### src/bdfm_pkg.sv
// constants, register map and types of the bridge driver fault monitor
package bdfm_pkg;

   // apb register byte offsets
   localparam logic [7:0] BDFM_ADDR_STATUS = 8'h00;
   localparam logic [7:0] BDFM_ADDR_INT_STAT = 8'h04;
   localparam logic [7:0] BDFM_ADDR_INT_MASK = 8'h08;
   localparam logic [7:0] BDFM_ADDR_BLANK = 8'h0C;
   localparam logic [7:0] BDFM_ADDR_CHG_TMO = 8'h10;
   localparam logic [7:0] BDFM_ADDR_GATE = 8'h14;

   // status register field positions
   localparam int BDFM_ST_SHORT_LSB = 0;
   localparam int BDFM_ST_OT = 4;
   localparam int BDFM_ST_GUV = 5;
   localparam int BDFM_ST_LUV = 6;
   localparam int BDFM_ST_BUV_LSB = 7;
   localparam int BDFM_ST_SDIS = 9;

   // interrupt status and mask layout
   localparam int BDFM_EV_W = 5;
   localparam int BDFM_EV_SHORT = 0;
   localparam int BDFM_EV_OT = 1;
   localparam int BDFM_EV_GUV = 2;
   localparam int BDFM_EV_LUV = 3;
   localparam int BDFM_EV_BUV = 4;
   localparam logic [BDFM_EV_W-1:0] BDFM_INT_STAT_RST = 5'h00;
   localparam logic [BDFM_EV_W-1:0] BDFM_INT_MASK_RST = 5'h00;
   // both supplies start in undervoltage, so no event is raised for the power-up state
   localparam logic [BDFM_EV_W-1:0] BDFM_EV_PREV_RST = 5'h0C;

   // counters for blanking and bootstrap charge timeout, in clk cycles
   localparam int BDFM_CNT_W = 16;
   localparam logic [BDFM_CNT_W-1:0] BDFM_BLANK_RST = 16'h0028;
   localparam logic [BDFM_CNT_W-1:0] BDFM_CHG_TMO_RST = 16'h00C8;

   // fet order in every 4-bit vector: {low b, low a, high b, high a}
   localparam int BDFM_NFET = 4;
   localparam int BDFM_NPH = 2;

   typedef enum logic [1:0] {
      BDFM_BOOT_IDLE,
      BDFM_BOOT_CHARGE,
      BDFM_BOOT_READY
   } bdfm_boot_state_type;

endpackage : bdfm_pkg

### src/bdfm_fault_monitor.sv
// fault monitor of a full-bridge gate driver with apb status, control and interrupt
//
// Added by the designer: the address map and the APB register port.
`timescale 1ns/1ps
module bdfm_fault_monitor
   import bdfm_pkg::*;
(
   input wire logic clk,
   input wire logic rst,
   // host side reset pin, active low
   input wire logic reset_n,
   // normal gate requests from the bridge control logic
   input wire logic [BDFM_NPH-1:0] hs_req,
   input wire logic [BDFM_NPH-1:0] ls_req,
   // comparator results
   input wire logic [BDFM_NFET-1:0] vds_over,
   input wire logic short_threshold_input,
   input wire logic gate_supply_rail_below_off,
   input wire logic gate_supply_rail_above_on,
   input wire logic logic_supply_rail_below_off,
   input wire logic logic_supply_rail_above_on,
   input wire logic overtemp_hot,
   input wire logic overtemp_recovered,
   input wire logic [BDFM_NPH-1:0] boot_above_on,
   input wire logic [BDFM_NPH-1:0] boot_below_off,
   // gate drives
   output logic [BDFM_NPH-1:0] gate_hs,
   output logic [BDFM_NPH-1:0] gate_ls,
   // open-drain fault flags
   output logic fault_flag_a_out,
   output logic fault_flag_a_oe,
   output logic fault_flag_b_out,
   output logic fault_flag_b_oe,
   // apb slave
   input wire logic psel,
   input wire logic penable,
   input wire logic pwrite,
   input wire logic [7:0] paddr,
   input wire logic [31:0] pwdata,
   output logic [31:0] prdata,
   output logic pready,
   output logic pslverr,
   output logic irq
);

   function automatic logic [BDFM_CNT_W-1:0] sat_inc(input logic [BDFM_CNT_W-1:0] v);
      logic [BDFM_CNT_W-1:0] r;
      r = v;
      if (v != {BDFM_CNT_W{1'b1}}) begin
         r = v + 16'h0001;
      end
      return r;
   endfunction : sat_inc

   logic [BDFM_NPH-1:0] gate_hs_ff;
   logic [BDFM_NPH-1:0] gate_ls_ff;
   logic [BDFM_NPH-1:0] nxt_gate_hs;
   logic [BDFM_NPH-1:0] nxt_gate_ls;
   logic [BDFM_NFET-1:0] gate_on;
   logic [BDFM_CNT_W-1:0] blank_cnt_ff [BDFM_NFET];
   logic [BDFM_NFET-1:0] short_det;
   logic [BDFM_NFET-1:0] short_ff;
   logic [BDFM_NFET-1:0] short_eff;
   logic short_dis;
   logic ot_ff;
   logic guv_ff;
   logic luv_ff;
   logic luv_enter;
   logic [BDFM_NPH-1:0] buv_ff;
   logic out_dis;
   bdfm_boot_state_type boot_st_ff [BDFM_NPH];
   bdfm_boot_state_type nxt_boot_st [BDFM_NPH];
   logic [BDFM_CNT_W-1:0] chg_cnt_ff [BDFM_NPH];
   logic [BDFM_CNT_W-1:0] nxt_chg_cnt [BDFM_NPH];
   logic [BDFM_NPH-1:0] charge_req;
   logic [BDFM_NPH-1:0] boot_timeout;
   logic flag_a_high;
   logic flag_b_high;
   logic fault_flag_a_oe_ff;
   logic fault_flag_b_oe_ff;
   logic [BDFM_CNT_W-1:0] blank_ff;
   logic [BDFM_CNT_W-1:0] chg_tmo_ff;
   logic [BDFM_EV_W-1:0] int_stat_ff;
   logic [BDFM_EV_W-1:0] nxt_int_stat;
   logic [BDFM_EV_W-1:0] int_mask_ff;
   logic [BDFM_EV_W-1:0] ev_cur;
   logic [BDFM_EV_W-1:0] ev_prev_ff;
   logic [BDFM_EV_W-1:0] int_w1c;
   logic irq_ff;
   logic pready_ff;
   logic pslverr_ff;
   logic [31:0] prdata_ff;
   logic [31:0] rd_data;
   logic rd_hit;
   logic apb_done;
   logic apb_wr;
   logic [31:0] status_word;

   assign gate_on = {gate_ls_ff, gate_hs_ff};
   assign short_dis = short_threshold_input;
   assign luv_enter = logic_supply_rail_below_off & ~luv_ff;

   // ---------------- short detection ----------------

   // per-fet on-time counter; restarts whenever the fet turns off
   always_ff @(posedge clk) begin
      for (int i = 0; i < BDFM_NFET; i++) begin
         if (rst || !gate_on[i]) begin
            blank_cnt_ff[i] <= '0;
         end else begin
            blank_cnt_ff[i] <= sat_inc(blank_cnt_ff[i]);
         end
      end
   end

   always_comb begin
      for (int i = 0; i < BDFM_NFET; i++) begin
         short_det[i] = gate_on[i] && (blank_cnt_ff[i] >= blank_ff) && vds_over[i] && !short_dis;
      end
   end

   // a pending detection wins over the host reset pulse
   always_ff @(posedge clk) begin
      if (rst) begin
         short_ff <= '0;
      end else if (luv_enter || short_dis) begin
         short_ff <= '0;
      end else begin
         short_ff <= (short_ff & {BDFM_NFET{reset_n}}) | short_det;
      end
   end

   assign short_eff = short_ff & {BDFM_NFET{~short_dis}};

   // ---------------- supply and temperature states ----------------

   always_ff @(posedge clk) begin
      if (rst) begin
         luv_ff <= 1'b1;
      end else if (logic_supply_rail_below_off) begin
         luv_ff <= 1'b1;
      end else if (logic_supply_rail_above_on) begin
         luv_ff <= 1'b0;
      end
   end

   always_ff @(posedge clk) begin
      if (rst) begin
         guv_ff <= 1'b1;
      end else if (luv_enter) begin
         guv_ff <= 1'b0;
      end else if (gate_supply_rail_below_off) begin
         guv_ff <= 1'b1;
      end else if (gate_supply_rail_above_on) begin
         guv_ff <= 1'b0;
      end
   end

   always_ff @(posedge clk) begin
      if (rst) begin
         ot_ff <= 1'b0;
      end else if (luv_enter) begin
         ot_ff <= 1'b0;
      end else if (overtemp_hot) begin
         ot_ff <= 1'b1;
      end else if (overtemp_recovered) begin
         ot_ff <= 1'b0;
      end
   end

   always_ff @(posedge clk) begin
      if (rst) begin
         buv_ff <= '0;
      end else if (luv_enter) begin
         buv_ff <= '0;
      end else begin
         buv_ff <= (buv_ff & {BDFM_NPH{reset_n}}) | boot_timeout;
      end
   end

   // overtemperature is deliberately absent: it only reports
   assign out_dis = (|short_eff) | guv_ff | luv_ff | (|buv_ff);

   // ---------------- bootstrap management ----------------

   always_comb begin
      for (int p = 0; p < BDFM_NPH; p++) begin
         nxt_boot_st[p] = boot_st_ff[p];
         nxt_chg_cnt[p] = chg_cnt_ff[p];
         charge_req[p] = 1'b0;
         boot_timeout[p] = 1'b0;
         unique case (boot_st_ff[p])
            BDFM_BOOT_IDLE: begin
               nxt_chg_cnt[p] = '0;
               if (hs_req[p]) begin
                  nxt_boot_st[p] = boot_above_on[p] ? BDFM_BOOT_READY : BDFM_BOOT_CHARGE;
               end
            end
            BDFM_BOOT_CHARGE: begin
               charge_req[p] = 1'b1;
               nxt_chg_cnt[p] = sat_inc(chg_cnt_ff[p]);
               if (!hs_req[p]) begin
                  nxt_boot_st[p] = BDFM_BOOT_IDLE;
               end else if (boot_above_on[p]) begin
                  nxt_boot_st[p] = BDFM_BOOT_READY;
               end else if (chg_cnt_ff[p] >= chg_tmo_ff) begin
                  boot_timeout[p] = 1'b1;
                  nxt_boot_st[p] = BDFM_BOOT_IDLE;
               end
            end
            BDFM_BOOT_READY: begin
               nxt_chg_cnt[p] = '0;
               if (!hs_req[p]) begin
                  nxt_boot_st[p] = BDFM_BOOT_IDLE;
               end else if (boot_below_off[p]) begin
                  nxt_boot_st[p] = BDFM_BOOT_CHARGE;
               end
            end
         endcase
         // a disabled bridge abandons any charge cycle so it restarts cleanly
         if (out_dis) begin
            nxt_boot_st[p] = BDFM_BOOT_IDLE;
            charge_req[p] = 1'b0;
            boot_timeout[p] = 1'b0;
         end
      end
   end

   always_ff @(posedge clk) begin
      for (int p = 0; p < BDFM_NPH; p++) begin
         if (rst) begin
            boot_st_ff[p] <= BDFM_BOOT_IDLE;
            chg_cnt_ff[p] <= '0;
         end else begin
            boot_st_ff[p] <= nxt_boot_st[p];
            chg_cnt_ff[p] <= nxt_chg_cnt[p];
         end
      end
   end

   // ---------------- gate drives ----------------

   always_comb begin
      for (int p = 0; p < BDFM_NPH; p++) begin
         nxt_gate_hs[p] = hs_req[p] && (boot_st_ff[p] == BDFM_BOOT_READY) && !short_eff[p] && !out_dis;
         nxt_gate_ls[p] = (ls_req[p] || charge_req[p]) && !short_eff[p + BDFM_NPH] && !out_dis;
      end
   end

   always_ff @(posedge clk) begin
      if (rst) begin
         gate_hs_ff <= '0;
         gate_ls_ff <= '0;
      end else begin
         gate_hs_ff <= nxt_gate_hs;
         gate_ls_ff <= nxt_gate_ls;
      end
   end

   // ---------------- fault flags ----------------

   // a high flag means released: the external pull-up sets the level
   assign flag_a_high = ot_ff | guv_ff | luv_ff | (|buv_ff);
   assign flag_b_high = (|short_eff) | guv_ff | luv_ff | (|buv_ff);

   always_ff @(posedge clk) begin
      if (rst) begin
         fault_flag_a_oe_ff <= 1'b0;
         fault_flag_b_oe_ff <= 1'b0;
      end else begin
         fault_flag_a_oe_ff <= ~flag_a_high;
         fault_flag_b_oe_ff <= ~flag_b_high;
      end
   end

   // ---------------- interrupts ----------------

   assign ev_cur = {(|buv_ff), luv_ff, guv_ff, ot_ff, (|short_eff)};

   always_ff @(posedge clk) begin
      if (rst) begin
         ev_prev_ff <= BDFM_EV_PREV_RST;
      end else begin
         ev_prev_ff <= ev_cur;
      end
   end

   assign int_w1c = (apb_wr && paddr == BDFM_ADDR_INT_STAT) ? pwdata[BDFM_EV_W-1:0] : '0;
   // a new event in the clearing cycle survives the write
   assign nxt_int_stat = (int_stat_ff & ~int_w1c) | (ev_cur & ~ev_prev_ff);

   always_ff @(posedge clk) begin
      if (rst) begin
         int_stat_ff <= BDFM_INT_STAT_RST;
         irq_ff <= 1'b0;
      end else begin
         int_stat_ff <= nxt_int_stat;
         irq_ff <= |(nxt_int_stat & int_mask_ff);
      end
   end

   // ---------------- apb slave ----------------

   // one wait state so that pready and prdata leave flip-flops
   assign apb_done = psel && penable && pready_ff;
   assign apb_wr = apb_done && pwrite;

   assign status_word = {22'h000000, short_dis, buv_ff, luv_ff, guv_ff, ot_ff, short_eff};

   always_comb begin
      rd_data = '0;
      rd_hit = 1'b1;
      unique case (paddr)
         BDFM_ADDR_STATUS: rd_data = status_word;
         BDFM_ADDR_INT_STAT: rd_data = {27'h0000000, int_stat_ff};
         BDFM_ADDR_INT_MASK: rd_data = {27'h0000000, int_mask_ff};
         BDFM_ADDR_BLANK: rd_data = {16'h0000, blank_ff};
         BDFM_ADDR_CHG_TMO: rd_data = {16'h0000, chg_tmo_ff};
         BDFM_ADDR_GATE: rd_data = {28'h0000000, gate_ls_ff, gate_hs_ff};
         default: rd_hit = 1'b0;
      endcase
   end

   always_ff @(posedge clk) begin
      if (rst) begin
         pready_ff <= 1'b0;
         pslverr_ff <= 1'b0;
         prdata_ff <= '0;
      end else begin
         pready_ff <= psel && penable && !pready_ff;
         pslverr_ff <= psel && penable && !pready_ff && !rd_hit;
         if (psel && penable && !pready_ff && !pwrite) begin
            prdata_ff <= rd_data;
         end
      end
   end

   always_ff @(posedge clk) begin
      if (rst) begin
         int_mask_ff <= BDFM_INT_MASK_RST;
         blank_ff <= BDFM_BLANK_RST;
         chg_tmo_ff <= BDFM_CHG_TMO_RST;
      end else if (apb_wr) begin
         if (paddr == BDFM_ADDR_INT_MASK) begin
            int_mask_ff <= pwdata[BDFM_EV_W-1:0];
         end
         if (paddr == BDFM_ADDR_BLANK) begin
            blank_ff <= pwdata[BDFM_CNT_W-1:0];
         end
         if (paddr == BDFM_ADDR_CHG_TMO) begin
            chg_tmo_ff <= pwdata[BDFM_CNT_W-1:0];
         end
      end
   end

   assign gate_hs = gate_hs_ff;
   assign gate_ls = gate_ls_ff;
   assign fault_flag_a_out = 1'b0;
   assign fault_flag_b_out = 1'b0;
   assign fault_flag_a_oe = fault_flag_a_oe_ff;
   assign fault_flag_b_oe = fault_flag_b_oe_ff;
   assign prdata = prdata_ff;
   assign pready = pready_ff;
   assign pslverr = pslverr_ff;
   assign irq = irq_ff;

endmodule : bdfm_fault_monitor

### config.mk
export PLATFORM = sky130hd
export DESIGN_NAME = bdfm_fault_monitor
export DESIGN_NICKNAME = d
export VERILOG_FILES = /design/src/bdfm_pkg.sv /design/src/bdfm_fault_monitor.sv
export SDC_FILE = /design/constraint.sdc
export NUM_CORES = 1
export LEC_CHECK = 0
export BUFFER_PORTS_ARGS = -buffer_cell sky130_fd_sc_hd__buf_2
export CORE_MARGIN = 8
export CORE_UTILIZATION = 54
export DETAILED_ROUTE_END_ITERATION = 16
export HOLD_SLACK_MARGIN = 0.1
export PLACE_DENSITY_LB_ADDON = 0.08
export SYNTH_ARGS = -nofsm -noshare
export SYNTH_HDL_FRONTEND = slang
export SYNTH_SLANG_ARGS = --single-unit
### constraint.sdc
create_clock -name clk -period 3.5 [get_ports clk]
set_input_delay 0 -clock clk [delete_from_list [all_inputs] [get_ports clk]]
set_output_delay 0 -clock clk [all_outputs]
set_load 0.01 [all_outputs]
; Yosys cells after proc, flatten, opt, wreduce, memory -nomap -nowiden
; Memory sizes are Yosys's and may differ from the RTL's.
; Index checks and enable logic that the tools add are counted.
[totals]
register_bits = 97
latch_bits = 0
mem_bits_rw = 100
rom_bits = 0
output_inout_bits = 43
wordCells = 219
mem_count = 3
[classes]
add_sub_neg = 6
n_mul = 0
div = 0
order_cmp = 6
eq_ne = 15
shift = 0
n_mux = 75
bitwise = 30
reduce_logical = 66
[memory_table]
columns = memory, depth, word_bits, rd, rd_ports_with_merged_regs, write_ports, line_no
row1 = blank_cnt_ff, 4, 16, 4, 0, 4, bdfm_fault_monitor.sv:60  ; logic [BDFM_CNT_W-1:0] blank_cnt_ff [BDFM_NFET];
row2 = chg_cnt_ff, 2, 16, 2, 0, 2, bdfm_fault_monitor.sv:73  ; logic [BDFM_CNT_W-1:0] chg_cnt_ff [BDFM_NPH];
row3 = boot_st_ff, 2, 2, 2, 0, 2, bdfm_fault_monitor.sv:71  ; bdfm_boot_state_type boot_st_ff [BDFM_NPH];
[op_table]
columns = cell, n
row1 = $mux W16, 16
row2 = $add A16 B1 Y16 const B, 6
row3 = $ge A16 B16 Y1, 6
row4 = $ne A16 B16 Y1 const B, 6
row5 = $pmux W16 S6, 1
row6 = $pmux W16 S2, 2
row7 = $mux W2, 18
row8 = $mux W1, 35
row9 = $logic_and A1 B1 Y1, 29
row10 = $eq A8 B4 Y1 const B, 2
row11 = $eq A8 B5 Y1 const B, 2
row12 = $and A5 B5 Y5, 3
row13 = $or A1 B1 Y1, 14
row14 = $logic_not A1 Y1, 13
row15 = $pmux W2 S3, 2
row16 = $reduce_or A2 Y1, 6
row17 = $not A5 Y5, 2
row18 = $and A4 B4 Y4, 2
row19 = $eq A8 B3 Y1 const B, 1
row20 = $logic_not A8 Y1, 1
row21 = $logic_or A1 B1 Y1, 7
row22 = $reduce_and A2 Y1, 3
row23 = $reduce_or A6 Y1, 1
row24 = $mux W5, 1
row25 = other kinds (13), 19

; Depth between registers and ports, before layout
; Gate-level depths: netlist of run 1.
[depth]
word_depth = 10
mapped_depth = 8
mapped_depth_nobuf = 8

; Least setup slack after synthesis of run 1
; OpenSTA, ideal clock, no wires.
[synth_timing]
kind = reg-to-reg
startpoint = memory chg_cnt_ff[0][0]
endpoint = memory boot_st_ff[0][0] (netlist name)
setup_ns = 0.125
arrival_ns = 1.753
required_time_ns = 3.375
slack_ns = 1.622
stages_incl_launch_ff = 9
cell_sequence = dfxtp_1 > inv_1 > ha_1 > nand2b_1 > a2111oi_0 > o311a_1 > o2111a_1 > o21ai_0 > nor3b_1
[synth_lines]
columns = item, line_no
row1 = "start, declared", bdfm_fault_monitor.sv:73
row2 = "end, declared", bdfm_fault_monitor.sv:71

; Worst setup path after layout of run 1
[layout_timing]
startpoint = input port paddr[5]
endpoint = register blank_ff[5]
[layout_between]
elab_chain_cells = 2
[layout_rtl]
columns = item, line_no
row1 = "start, declared", bdfm_fault_monitor.sv:38  ; input wire logic [7:0] paddr,
row2 = $eq A8 B4 Y1, bdfm_fault_monitor.sv:347  ; if (paddr == BDFM_ADDR_BLANK) begin
row3 = $reduce_and A2 Y1 (no line), --
row4 = "end signal, assigned", bdfm_fault_monitor.sv:348  ; blank_ff <= pwdata[BDFM_CNT_W-1:0];
row5 = "end, declared", bdfm_fault_monitor.sv:81  ; logic [BDFM_CNT_W-1:0] blank_ff;
; No other way between the ends.
; A chain may end at the register's enable or synchronous reset.

==> results of run 1 <==
==> placed cells by master (no fill, tap or decap), types with 11 or more instances in the layout <==
cell,n
a21o_1,17
a21oi_1,70
a22oi_1,11
a31oi_1,12
and3_1,17
buf_2,73
clkbuf_16,17
conb_1,18
dfxtp_1,181
dlygate4sd3_1,53
ha_1,108
inv_1,62
mux2i_1,11
nand2_1,133
nand3_1,42
nand4_1,42
nor2_1,122
nor3_1,31
o21a_1,13
o21ai_0,42
xnor2_1,18
xor2_1,46
==> stage by stage <==
step | setup slack, ns | utilization (%) | cell area (um^2) | std cells | hold WS (ns)
3_5_place_dp | 1.07 | 56.9 | 10500 | 1461 | 0.223
2_1_floorplan | 1.62 | - | 10200 | 1206 | 0.0974
6_report | 0.485 | 62.9 | 11600 | 1545 | 0.123
5_1_grt | 0.348 | 62.9 | 11600 | 1545 | 0.137
3_3_place_gp | 1.12 | 56.9 | 10500 | 1461 | 0.189
4_1_cts | 0.549 | 62.9 | 11600 | 1545 | 0.109
==> power breakdown <==
part / switching (mW) / internal, mW
combinational: 0.0977 / 0.0791
sequential: 0.00822 / 2.07
clock: 0.873 / 1.06
==> layer usage <==
layer,vias to the layer above,part of all wire [%]
met4,0,2.1
met1,4172,46
met3,37,5.9
li1,4459,-
met5,-,0
met2,229,46
==> state kept, by name, summed over array words and instances, names as in the netlist <==
signal           count
blank_cnt_ff        64
chg_cnt_ff          32
blank_ff            16
chg_tmo_ff          16
prdata              16
ev_prev_ff           5
int_mask_ff          5
int_stat_ff          5
boot_st_ff           4
short_ff             4
buv_ff               2
gate_hs              2
gate_ls              2
fault_flag_a_oe      1
fault_flag_b_oe      1
guv_ff               1
irq                  1
luv_ff               1
ot_ff                1
pready               1
pslverr              1
==> layout make-up <==
type	instances	area [um^2]
Multi-Input combinational cell	909	6010
Tap cell	234	293
Clock buffer	18	429
Timing Repair Buffer	128	911
Inverter	62	233
Sequential cell	181	3620
Clock inverter	13	148
Fill cell	1657	6880
==> worst paths after layout <==
check | start | endpoint | slack (ns) | cells after the start
worst max-delay path | paddr[5] | blank_ff[5] | 0.49 | 8
worst min-delay path | boot_below_off[1] | boot_st_ff[1][0] | 0.12 | 4
worst max register to register | chg_tmo_ff[13] | boot_st_ff[0][1] | 0.69 | 8
worst min register to register | chg_tmo_ff[5] | chg_tmo_ff[5] | 0.48 | 2
==> worst max-delay path, cell delays in order <==
cell and delay, ns:
dlygate4sd3_1 0.54, buf_2 0.12, or3_4 0.36, nor4_4 0.32
and3_1 0.59, and2_1 0.65, o211ai_1 0.15, dlygate4sd3_1 0.59
==> cells by family after synthesis <==
family	count (synthesis)	share of synthesized area, %
compound gates	249	16.6
buf+inv	116	5.20
mux	15	1.54
flops	181	35.9
other cells	1	0.0372
xor+xnor	64	5.56
fa+ha+maj	108	13.4
simple gates	455	21.8
==> flow_metrics.tcl, run 1 <==
set metrics [dict create \
    rsz0062_at_grt "no" \
    synthArstFlopShare_pct 0 \
    drive_above_1_share_pct 9.23 \
    ys_top_cells_by_count "181 x dfxtp_1, 133 x nand2_1, 122 x nor2_1" \
    maxCapViolations 0 \
    start_kind "input pin" \
    post_cts_buffers 0 \
    power_mw 4.19 \
    antenna_found_initial 0 \
    synth_cells 1189 \
    port_buffers 73 \
    gp_congestion 0.841 \
    rows 50 \
    fin_worst_skew_ns 0.0151 \
    slew_violations 0 \
    endpoint_kind "register" \
    clk-insertion-delay-late_ns 0.44 \
    crit_type "input pin to register" \
    grt_overflow 0 \
    cts-htree-levels 4 \
    hp-class "input pin to register" \
    pwr_density_cell_nw_per_um2 360 \
    status "completed" \
    worst_slew_pin_slew_ns 0.983 \
    cts_root_buf "clkbuf_16" \
    period_share_pct 86.1 \
    use_met1_pct 30.3 \
    synth_seq_cells 181 \
    grt_max_degree 48 \
    die_area_um2 23300 \
    max_freq_mhz 332 \
    holdBufCountCts 53 \
    use_met2_pct 37.8 \
    drt-initial-drc-count 521 \
    setup_viol 0 \
    initial_core_util_pct 54.5 \
    ir_worst_vdd_uv 326 \
    cts_resized 0 \
    grt_pass1_wl_um 44200 \
    synth_top_cell_by_area "dfxtp_1" \
    dp_hpwl_um 19700 \
    core_area_um2 18500 \
    synthFlopType "dfxtp_1" \
    critPathArrivalTime_ns 3.34 \
    max-clock-path-buffers 2 \
    die_w_um 153 \
    power.leakage_nw 4.77 \
    crit_required_ns 3.83 \
    grt_busiest_layer "met2" \
    die_h_um 153 \
    drtAntennaViolNets 0 \
    critPathMaxFanout 18 \
    setup_tns_ns 0 \
    synthTopCellsByArea "dfxtp_1 36%, ha_1 13%, nand2_1 4.9%" \
    ys_types 64 \
    nets 1472 \
    numCtsBuffers 17 \
    synthToLayoutAreaGrowth_pct 15.4 \
    synth.avg_cell_area_um2 8.49 \
    tritoncts "yes" \
    grt_util_met3_pct 5.16 \
    vias 8897 \
    synth.most_common_cell "dfxtp_1" \
    min_period_ns 3.01 \
    clkTransAtPathRegs_ns 0.07 \
    max_slew_margin_pct 34.2 \
    synth_area_um2 10100 \
    drc 0 \
    firstDrtPassIters 6 \
    routedWlPerCell_um 17.6 \
    viasPerCell 5.76 \
    ys_warn_count 0 \
    synthDominantCellAreaShare_pct 35.9 \
    grt_pass1_vias 8366 \
    cts_sinks 181 \
    grt_usage_pct 23.3 \
    synth_seq_area_share_pct 35.9 \
    drt-total-wl_um 27200 \
    hold_viol_final 0 \
    ios 108 \
    synth_edf_count 0 \
    antenna_cells 0 \
]
No activity file was read; power rests on OpenSTA's default activity.
==> inputs of run 2 (changes only) <==
Settings changed: BUFFER_PORTS_ARGS -buffer_cell sky130_fd_sc_hd__buf_2 to unset, CELL_PAD_IN_SITES_DETAIL_PLACEMENT set to 0, CELL_PAD_IN_SITES_GLOBAL_PLACEMENT set to 1, CORE_UTILIZATION 54 to 52, DONT_BUFFER_PORTS set to 1.
==> run 2 against run 1 <==
Utilization fell by 3.5 points; largest cell class unchanged; cell area down 1.7%; clock skew is 0.0026 ns lower; critical path type unchanged; flip-flop and latch count unchanged; fmax down 5.9%; first-iteration DRC count fell by 0.96%; via count fell by 3.3%; critical path depth rose by 2; combinational power fell by 18%; cell count is 1.9% lower.
==> flow_metrics.tcl, run 2 (synthesized netlist as in run 1, its figures left out) <==
set metrics [dict create \
    cts-htree-levels 4 \
    drc 0 \
    grt_pass1_vias 8186 \
    cts_sinks 181 \
    viasPerCell 5.67 \
    maxCapViolations 0 \
    max-clock-path-buffers 2 \
    endpoint_kind "register" \
    dp_hpwl_um 20000 \
    power_mw 4.12 \
    clkTransAtPathRegs_ns 0.08 \
    hp-class "input pin to register" \
    timing.final.ws_setup_ns 0.297 \
    ir_worst_vdd_uv 311 \
    fin_worst_skew_ns 0.0125 \
    vias 8602 \
    largest_register "blank_cnt_ff" \
    drive_above_1_share_pct 3.84 \
    critPathMaxFanout 5 \
    layout_common_cells "181 x dfxtp_1, 133 x nand2_1, 122 x nor2_1, 108 x ha_1, 70 x a21oi_1" \
    synthToLayoutAreaGrowth_pct 13.5 \
    max_slew_margin_pct 19.4 \
    slew_violations 0 \
    initial_core_util_pct 52.4 \
    cts_resized 0 \
    final_common_cell "dfxtp_1" \
    max_freq_mhz 312 \
    setup_viol 0 \
    grt_overflow 0 \
    start_kind "input pin" \
    setup_tns_ns 0 \
    drt-total-wl_um 27500 \
    antenna_found_initial 2 \
    pwr-share-clk_pct 46.0 \
    worst_slew_pin_slew_ns 1.20 \
    clk-insertion-delay-late_ns 0.43 \
    crit_type "input pin to register" \
    nets 1411 \
    power.leakage_nw 4.48 \
    drt-initial-drc-count 516 \
    routedWlPerCell_um 18.1 \
    port_buffers 0 \
    numCtsBuffers 17 \
    crit_required_ns 3.82 \
    hold_ws_ns 0.108 \
    p_int_mw 3.16 \
    tritoncts "yes" \
    die_area_um2 24100 \
    critPathArrivalTime_ns 3.52 \
    core_area_um2 19300 \
    rows 51 \
    ios 108 \
    die_h_um 155 \
    cts_root_buf "clkbuf_16" \
    switching_share_pct 23.3 \
    grt_pass1_wl_um 44300 \
    rsz0062_at_grt "no" \
    firstDrtPassIters 7 \
    pwr_density_cell_nw_per_um2 360 \
    dp_slack_ns 1.12 \
    grt_usage_pct 23.1 \
    seq_power_share_pct 50.5 \
    gp_congestion 0.840 \
    grt_max_degree 46 \
    p_comb_share_pct 3.5 \
    top_regs "blank_cnt_ff x64, chg_cnt_ff x32" \
    drtAntennaViolNets 0 \
    hold_viol_final 0 \
    power_switching_mw 0.961 \
    status "completed" \
    largest_register_ffs 64 \
    min_period_ns 3.20 \
    period_share_pct 91.5 \
    die_w_um 155 \
]
[run 2: cell types whose count changed in the layout (fill, tap and decap cells not counted), moves of 2 or more]
cell / change
dlygate4sd3_1: +12
clkinvlp_4: +2
diode_2: +2
clkbuf_8: +2
buf_2: -73
clkinv_2: -3
[run 2: path summary, 6_finish.rpt]
path	start	end	slack, ns	cells after the start
min	logic_supply_rail_below_off	buv_ff[1]	0.11	2
max	paddr[0]	int_stat_ff[0]	0.30	10
min reg2reg	chg_tmo_ff[13]	chg_tmo_ff[13]	0.47	2
max reg2reg	pready	int_stat_ff[0]	0.71	8
[run 2: critical path, cell delays in order]
cell           delay (ns)
dlygate4sd3_1        0.54
or3_4                0.40
nor4_4               0.23
dlygate4sd3_1        0.66
and3_2               0.28
nand2_1              0.07
dlygate4sd3_1        0.56
a21oi_1              0.16
dlygate4sd3_1        0.58
nor2_1               0.05
[run 2: area by class of cell]
type	instances	area (um^2)
fillers	1793	7820
multi-input cells	909	6010
flip-flops and latches	181	3620
repair buffers	67	678
clock buffers	19	453
well taps	265	332
inverters	62	233
clock inverters	11	118
diodes	2	5.00
[run 2: routing by layer]
metal	track usage, %	share of wire [%]	vias to the layer above
met5	0	0	-
met2	37.8	46	204
li1	-	-	4333
met3	5.88	6.0	22
met1	30.1	46	4043
met4	5.45	1.2	0
[run 2: through the flow]
stage / util (%) / area (um^2) / std cells
detailed placement: 52.9 / 10200 / 1418
floorplan: - / 10200 / 1206
global route: 59.4 / 11400 / 1516
CTS: 59.4 / 11400 / 1514
finish: 59.4 / 11400 / 1516
global placement: 52.9 / 10200 / 1418
[run 2: power groups by stage]
stage / sequential (mW) / combinational [mW] / clock (mW)
floorplan: 2.12 / 0.0788 / 0
CTS: 2.08 / 0.143 / 1.93
finish: 2.08 / 0.145 / 1.89
global placement: 2.13 / 0.0656 / 0
global route: 2.08 / 0.156 / 2.01
detailed placement: 2.13 / 0.0664 / 0
[run 2: repair_timing]
action / in CTS / in global routing
hold buffers: 66 / 0
endpoints found under the hold margin: 85 / 0
setup buffers: 0 / 0
